`src/sdfm_pkg.sv`:
```
/*
  Package for the switch diagnostic, fault and mode control block: register
  offsets, field positions, reset values, timing figures and the mode states.
  Assumes a 20 MHz APB clock; all times below are converted to cycles here.
*/
package sdfm_pkg;

  // Clock period in picoseconds
  localparam int unsigned CLK_PERIOD_PS = 50000;

  // Times in microseconds, as printed or chosen
  localparam int unsigned WD_TIMEOUT_US = 1000;
  localparam int unsigned STBY_DELAY_US = 1000;
  localparam int unsigned RETRY_US = 1000;

  // Cycle counts derived from the times (every count rounds down)
  localparam int unsigned WD_TIMEOUT_CYC = (WD_TIMEOUT_US * 1000000) / CLK_PERIOD_PS;
  localparam int unsigned STBY_DELAY_CYC = (STBY_DELAY_US * 1000000) / CLK_PERIOD_PS;
  localparam int unsigned RETRY_CYC = (RETRY_US * 1000000) / CLK_PERIOD_PS;

  // Register byte offsets
  localparam logic [7:0] CTRL_OFS = 8'h00;
  localparam logic [7:0] STAT_OFS = 8'h04;
  localparam logic [7:0] ID_OFS = 8'h08;

  // Control register fields
  localparam int unsigned CTRL_ENABLE_BIT = 0;
  localparam int unsigned CTRL_CHECK_BIT = 1;
  localparam int unsigned CTRL_SEL_LO_BIT = 2;
  localparam int unsigned CTRL_SEL_HI_BIT = 3;
  localparam int unsigned CTRL_LATCH_BIT = 4;
  localparam int unsigned CTRL_WDOG_BIT = 5;
  localparam logic [5:0] CTRL_RESET = 6'h00;

  // Sense choice codes
  localparam logic [1:0] SNS_LOAD = 2'h0;
  localparam logic [1:0] SNS_UNUSED = 2'h1;
  localparam logic [1:0] SNS_TEMP = 2'h2;
  localparam logic [1:0] SNS_SUPPLY = 2'h3;

  // Sense output route codes
  localparam logic [2:0] ROUTE_HIZ = 3'h0;
  localparam logic [2:0] ROUTE_LOAD = 3'h1;
  localparam logic [2:0] ROUTE_TEMP = 3'h2;
  localparam logic [2:0] ROUTE_SUPPLY = 3'h3;
  localparam logic [2:0] ROUTE_FAULT = 3'h4;

  // Identity word; value is arbitrary
  localparam logic [31:0] BLOCK_ID = 32'h5d1a_0001;

  // Device modes
  typedef enum logic [2:0] {
    SDFM_STANDBY,
    SDFM_STBY_DELAY,
    SDFM_DIAG,
    SDFM_ACTIVE,
    SDFM_FAULT
  } sdfm_mode_t;

endpackage : sdfm_pkg

```
`src/sdfm_ctrl.sv`:
```
/*
  Control logic of a high-side switch: off-state open-load and battery-short
  detection, sense routing, open-drain status, enable watchdog and the mode
  machine. Assumes the control pins are synchronous to pclk, and that the
  analog stage reports comparator, regulation and shutdown causes as levels.
*/
// Added by the designer: the APB interface to the registers and the register addresses.
// How it works
// - Off-state comparator only when checking and switch off
// - Open-load flag follows comparator continuously
// - Check falling or enable rising clears open-load
// - Sense choice routes load, temperature or supply
// - Fault with choice 00 gives fault current
// - Status open-drain low while fault present
// - Fault is shutdown, regulation or open-load
// - No open-load flag while switch enabled
// - Shutdown always reported; open-load only at 00
// - Enable high too long turns switch off
// - Enable rising edge restarts watchdog
// - Enable falling edge clears fault indications
// - Both low enters delay, then standby
// - Standby offers no diagnostics
// - Diagnostic state checks with switch off
// - Active state switch on, checks optional
// - Shutdown cause in active state enters fault state
// - Leave fault when clear, unlatched, timer done
// - On leaving fault, follow enable
// - Sense fault persists until output risen
module sdfm_ctrl
  import sdfm_pkg::*;
#(
  parameter int unsigned WD_CYC = WD_TIMEOUT_CYC,
  parameter int unsigned STBY_CYC = STBY_DELAY_CYC,
  parameter int unsigned RETRY_CYCLES = RETRY_CYC
)
(
  // Clock and reset
  input wire logic pclk,
  input wire logic presetn,
  // APB slave
  input wire logic psel,
  input wire logic penable,
  input wire logic pwrite,
  input wire logic [7:0] paddr,
  input wire logic [31:0] pwdata,
  output logic [31:0] prdata,
  output logic pready,
  output logic pslverr,
  // Analog stage reports
  input wire logic out_above_limit,
  input wire logic out_risen,
  input wire logic current_regulating,
  input wire logic shutdown_cause,
  // Power stage and sense outputs
  output logic switch_on,
  output logic [2:0] sense_route,
  output logic fault_flag_n_o,
  output logic fault_flag_n_oe,
  output logic [2:0] mode
);

  localparam int unsigned CW = 32;

  // Control register and its fields
  logic [5:0] ctrl_q;
  logic enable, check_enable, latch_in, wdog_on;
  logic [1:0] sense_choice_pins;
  assign enable = ctrl_q[CTRL_ENABLE_BIT];
  assign check_enable = ctrl_q[CTRL_CHECK_BIT];
  assign latch_in = ctrl_q[CTRL_LATCH_BIT];
  assign wdog_on = ctrl_q[CTRL_WDOG_BIT];
  assign sense_choice_pins = {ctrl_q[CTRL_SEL_HI_BIT], ctrl_q[CTRL_SEL_LO_BIT]};

  // State registers
  sdfm_mode_t mode_q;
  logic en_q, chk_q;
  logic open_load_q, sns_fault_q, wd_trip_q;
  logic [CW-1:0] wd_cnt_q, stby_cnt_q, retry_cnt_q;
  logic en_rise, en_fall, chk_fall, comp_run, shut_fault, any_fault;

  // APB register access, zero wait states
  always_ff @(posedge pclk or negedge presetn)
  begin
    if (!presetn)
    begin
      ctrl_q <= CTRL_RESET;
      prdata <= 32'h0000_0000;
      pready <= 1'b0;
      pslverr <= 1'b0;
    end
    else
    begin
      pready <= psel && !penable;
      pslverr <= 1'b0;
      // A write lands at the access edge, where the master samples pready high
      if (psel && penable && pready && pwrite && paddr == CTRL_OFS)
        ctrl_q <= pwdata[5:0];
      if (psel && !penable)
      begin
        pslverr <= !(paddr == CTRL_OFS || paddr == STAT_OFS || paddr == ID_OFS);
        unique case (paddr)
          CTRL_OFS: prdata <= {26'h0, ctrl_q};
          STAT_OFS: prdata <= {24'h0, sns_fault_q, wd_trip_q, open_load_q, !fault_flag_n_oe, 1'b0, mode_q};
          ID_OFS: prdata <= BLOCK_ID;
          default: prdata <= 32'h0000_0000;
        endcase
      end
    end
  end

  // Previous pin levels for edge events
  always_ff @(posedge pclk or negedge presetn)
  begin
    if (!presetn)
    begin
      en_q <= 1'b0;
      chk_q <= 1'b0;
    end
    else
    begin
      en_q <= enable;
      chk_q <= check_enable;
    end
  end
  assign en_rise = enable && !en_q;
  assign en_fall = !enable && en_q;
  assign chk_fall = !check_enable && chk_q;

  // Comparator runs only checking with switch off, outside standby
  assign comp_run = check_enable && !enable && mode_q != SDFM_STANDBY;

  // Open-load flag tracks comparator; edges clear it
  always_ff @(posedge pclk or negedge presetn)
  begin
    if (!presetn)
      open_load_q <= 1'b0;
    else if (chk_fall || en_rise || (wdog_on && en_fall))
      open_load_q <= 1'b0;
    else
      open_load_q <= comp_run && out_above_limit;
  end

  // Watchdog counter restarts on enable rising
  always_ff @(posedge pclk or negedge presetn)
  begin
    if (!presetn)
    begin
      wd_cnt_q <= '0;
      wd_trip_q <= 1'b0;
    end
    else
    begin
      if (en_rise || !enable)
        wd_cnt_q <= '0;
      else if (wd_cnt_q < WD_CYC)
        wd_cnt_q <= wd_cnt_q + 1'b1;
      if (en_fall || !wdog_on)
        wd_trip_q <= 1'b0;
      else if (enable && wd_cnt_q >= WD_CYC - 1)
        wd_trip_q <= 1'b1;
    end
  end

  // Mode machine with standby delay and retry timers
  assign shut_fault = mode_q == SDFM_FAULT;
  always_ff @(posedge pclk or negedge presetn)
  begin
    if (!presetn)
    begin
      mode_q <= SDFM_STANDBY;
      stby_cnt_q <= '0;
      retry_cnt_q <= '0;
    end
    else
    begin
      stby_cnt_q <= '0;
      unique case (mode_q)
        SDFM_STANDBY, SDFM_STBY_DELAY, SDFM_DIAG, SDFM_ACTIVE:
        begin
          if (shutdown_cause && mode_q == SDFM_ACTIVE)
          begin
            mode_q <= SDFM_FAULT;
            retry_cnt_q <= '0;
          end
          else if (enable && !(wdog_on && wd_trip_q))
            mode_q <= SDFM_ACTIVE;
          else if (check_enable)
            mode_q <= SDFM_DIAG;
          else if (mode_q == SDFM_STBY_DELAY)
          begin
            stby_cnt_q <= stby_cnt_q + 1'b1;
            if (stby_cnt_q >= STBY_CYC - 1)
              mode_q <= SDFM_STANDBY;
          end
          else if (mode_q != SDFM_STANDBY)
            mode_q <= SDFM_STBY_DELAY;
        end
        SDFM_FAULT:
        begin
          if (retry_cnt_q < RETRY_CYCLES)
            retry_cnt_q <= retry_cnt_q + 1'b1;
          if (!shutdown_cause && !latch_in && retry_cnt_q >= RETRY_CYCLES)
            mode_q <= enable ? SDFM_ACTIVE : (check_enable ? SDFM_DIAG : SDFM_STBY_DELAY);
        end
      endcase
    end
  end

  // Sense fault level holds after retry until the output has risen
  always_ff @(posedge pclk or negedge presetn)
  begin
    if (!presetn)
      sns_fault_q <= 1'b0;
    else if (shut_fault || current_regulating)
      sns_fault_q <= 1'b1;
    else if (out_risen || mode_q != SDFM_ACTIVE || (wdog_on && en_fall))
      sns_fault_q <= 1'b0;
  end

  // Fault detect is the OR of the three causes
  assign any_fault = shut_fault || current_regulating || open_load_q;

  // Outputs from flip-flops
  always_ff @(posedge pclk or negedge presetn)
  begin
    if (!presetn)
    begin
      switch_on <= 1'b0;
      sense_route <= ROUTE_HIZ;
      fault_flag_n_o <= 1'b0;
      fault_flag_n_oe <= 1'b0;
      mode <= 3'h0;
    end
    else
    begin
      switch_on <= mode_q == SDFM_ACTIVE;
      fault_flag_n_o <= 1'b0;
      fault_flag_n_oe <= shut_fault || current_regulating
                         || (open_load_q && sense_choice_pins == SNS_LOAD);
      mode <= mode_q;
      if (!check_enable || mode_q == SDFM_STANDBY)
        sense_route <= ROUTE_HIZ;
      else
        unique case (sense_choice_pins)
          SNS_LOAD: sense_route <= (any_fault || sns_fault_q) ? ROUTE_FAULT : ROUTE_LOAD;
          SNS_TEMP: sense_route <= ROUTE_TEMP;
          SNS_SUPPLY: sense_route <= ROUTE_SUPPLY;
          SNS_UNUSED: sense_route <= ROUTE_HIZ;
        endcase
    end
  end
endmodule : sdfm_ctrl

```
`config.mk`:
```
export PLATFORM = sky130hd
export DESIGN_NAME = sdfm_ctrl
export DESIGN_NICKNAME = d
export VERILOG_FILES = /design/src/sdfm_pkg.sv /design/src/sdfm_ctrl.sv
export SDC_FILE = /design/constraint.sdc
export NUM_CORES = 1
export LEC_CHECK = 0
export BUFFER_PORTS_ARGS = -buffer_cell sky130_fd_sc_hd__buf_2
export CORE_UTILIZATION = 55
export CTS_CLUSTER_DIAMETER = 50
export DETAILED_ROUTE_END_ITERATION = 10
export GPL_TIMING_DRIVEN = 0
export PLACE_DENSITY = 0.85
export SETUP_SLACK_MARGIN = 0.02
export SYNTH_ARGS = -nofsm -noshare
export SYNTH_HDL_FRONTEND = slang
export SYNTH_SLANG_ARGS = --single-unit
```
`constraint.sdc`:
```
create_clock -name pclk -period 3.1 [get_ports pclk]
set_input_delay 0.155 -clock pclk [delete_from_list [all_inputs] [get_ports pclk]]
set_output_delay 0.155 -clock pclk [all_outputs]
set_load 0.01 [all_outputs]
```
==> key figures <==
Run status
  • Status: finished, final reports clean

STA
  • Clock Skew: 7.203 ps
  • Slew HR: 52.12%
  • Setup violators final: 0
  • Final Cycle Share: 72.41%
  • RSZ-0062 raised after global routing: no
  • Fmax: 445.5 MHz
  • Setup TNS: 0 ps
  • Worst-Margin Slew: 712.7 ps
  • Fin. Hold Viols: 0
  • Fin crit period: 2245 ps
  • Max Slew Vio Count: 0

Worst setup path
  • Critical Path Start Type: register
  • Critical path's slowest cell: nor2_1
  • Worst R2R End: stby_cnt_q[30]
  • Crit path max fanout: 7
  • Worst R2R Start: stby_cnt_q[0]
  • Worst r2r path cells: 6
  • Crit path from: stby_cnt_q[0]
  • Register-to-register setup slack: 860 ps
  • CP arrival: 2700 ps
  • CP Capture Type: register
  • WP data required: 3560 ps
  • Crit path to: stby_cnt_q[30]
  • Crit-path cells: ha_1 > nand4_1 > nor2_1 > nand3_1 > or3_1 > a21oi_1
  • Crit Path Class: register to register
  • CP peak stage delay: 440 ps

Yosys
  • #FFs+latches synth: 128
  • Netlist cell types: 50
  • Cell Area, Synth: 5927 µm²
  • Ys async rst share: 100.0%
  • Number of synthesized flops with an enable pin: 0
  • Yosys warns: 0
  • Top flip-flop cell by instance count after synthesis: dfrtp_1
  • Post-Synthesis Cells: 584
  • Avg Inst Size Synth: 10.15 µm²
  • Sequential area share after synthesis: 54.04%

Route
  • DRT Pass-1 Iters: 5
  • Antenna Nets Post-Route: 0
  • Vias per inst: 5.617
  • Drt total wl: 12820 µm
  • Routed len/inst: 15.44 µm
  • DR vias: 4662
  • Initial DRC count: 430
  • Drt drc: 0

Power
  • Leakage power: 0.003448 µW
  • Peak supply drop: 0.4172 mV
  • Power per Cell Area: 551.1 nW/µm²

Min path
  • Worst min path class: primary input to register
  • Hold_sp: paddr[6]

Floorplan
  • Die Y: 105.8 µm
  • Total core area: 10370 µm²
  • Initial Util: 57.15%
  • Rows: 37
  • DIE AREA: 11200 µm²
  • Chip Width: 105.8 µm
  • Io pins: 92

Place
  • I/O Buffers: 48
  • Placer Congestion: 0.8930
  • Placed cell count: 785
  • DPL Wire Length: 8644 µm

Layout
  • Share of post-route cells with drive strength above 1: 17.29%
  • Nets: 734
  • Area of the multi-input gates: 2460 µm²
  • Area growth, synth to finish: 19.80%
  • Sequential cell area: 3203 µm²
  • Filler Cell Count: 765
  • Most common cell after layout, fill and taps aside: dfrtp_1
  • Antenna cells: 0
  • Post-Layout Cell Count: 830
  • Most frequent cells in the layout: dfrtp_1, nor2_1, buf_2

GRT
  • Grt total ovfl: 0
  • GR Util All Layers: 25.02%
  • Initial antenna violation count: 0
  • First-pass GRT wire length: 21580 µm
  • Largest net degree at the start of global routing: 69
  • Via count of the first global-routing pass: 4563

Clocking
  • CTS clk-pin slew, worst paths: 60 ps
  • CTS tree: done
  • H-tree depth: 4
  • Root buf cell: clkbuf_8
  • Inserted Clock Buffers: 17
  • Clock latency on the worst-skew pair: 540 ps
  • Num Clock Sinks: 128
  • Clk buf depth: 2

Run
  • Max cap viols: 0
## sequential cells by signal, indices dropped and copies added, names as in the netlist
| signal | flops |
|---|---|
| sense_route | 3 |
| mode_q | 3 |
| wd_cnt_q | 32 |
| prdata | 9 |
| stby_cnt_q | 32 |
| pready | 1 |
| wd_trip_q | 1 |
| ctrl_q | 6 |
| switch_on | 1 |
| retry_cnt_q | 32 |
| sns_fault_q | 1 |
| open_load_q | 1 |
| pslverr | 1 |
| en_q | 1 |
| mode | 3 |
| fault_flag_n_oe | 1 |
## per-stage QoR
stage	hold WS [ps]	cell area [µm²]	worst slack (ps)	power, µW	util (%)
2_1_floorplan	-140.6	5987	1288	2003	-
3_3_place_gp	389.6	6397	333.2	2124	61.69
3_5_place_dp	173.8	6431	903.5	2145	62.02
4_1_cts	4.374	7101	883.7	3940	68.47
5_1_grt	44.08	7101	720.2	4075	68.47
6_report	47.86	7101	855.4	3913	68.47
## worst min path at each step
| stage | end | cells after the start | slack (ps) |
|---|---|---|---|
| finish | prdata[28] | 4 | 50 |
| global route | prdata[28] | 4 | 40 |
| CTS | prdata[28] | 4 | 4 |
| detailed placement | retry_cnt_q[7] | 1 | 170 |
| global placement | ctrl_q[1] | 2 | 390 |
| floorplan | ctrl_q[0] | 0 | -140 |
## what timing repair did
action / 4_1_cts / 5_1_grt
endpoints found under the hold margin: 77 / 0
hold buffers: 13 / 0
setup buffers: 0 / 0
resized for setup: 0 / 0
endpoints found under the setup margin: 0 / 0
## synth_stat cells (all sizes together), types with 3 or more instances
master,instances,share of area (%)
nand2,39,2.5
nand3,30,2.7
or4,3,0.38
mux2i,5,0.84
ha,4,0.84
a21oi,17,1.4
clkbuf,19,1.4
nand4,19,2.1
inv,11,0.70
dfrtp,128,54
buf,27,3.4
a31oi,3,0.32
mux2,6,1.1
a32o,3,0.51
nor4,14,1.7
o21a,4,0.51
nor2,73,4.6
and4,7,1.0
xor2,34,5.0
o21ai,25,2.1
and3,35,3.7
or3,9,0.95
and2,19,2.0
nor3,17,1.4
xnor2,11,1.6
## layer usage
layer / part of all wire, % / routed length [µm] / global-route usage [%]
met3: 5.3 / 676 / 7.545
met5: 0 / 0 / 0
met1: 44 / 5655 / 32.34
met2: 48 / 6207 / 39.50
met4: 2.2 / 278 / 10.02
## kinds of logic after synthesis
| family | synth area share, % |
|---|---|
| compound gates | 6.903 |
| xor+xnor | 6.650 |
| fa+ha+maj | 0.8445 |
| buf+inv | 5.467 |
| flops | 54.04 |
| mux | 1.984 |
| other cells | 0.06327 |
| simple gates | 24.04 |
## worst max-delay path: cells and delay by family, from the launching register on
family                     cells  cell delay (ps)
AOI/OAI and AO/OA              1              150
DFF                            1              390
and+or+nand+nor                4             1370
adders and majority gates      1              250
## cell type report
cell class,instances,area share [%]
multi-input cells,415,34.64
plain buffers,46,3.982
flip-flops and latches,128,45.11
clock buffers,18,6.026
repair buffers,62,5.692
inverters,11,0.5815
well taps,136,2.396
clock inverters,14,1.568
## where the power goes
part | leakage, µW | internal, µW | switching (µW)
Clock | 0.000246 | 1010 | 772
Sequential | 0.00178 | 1710 | 39.1
Combinational | 0.00142 | 124 | 254
(Power assumes the default switching activity.)
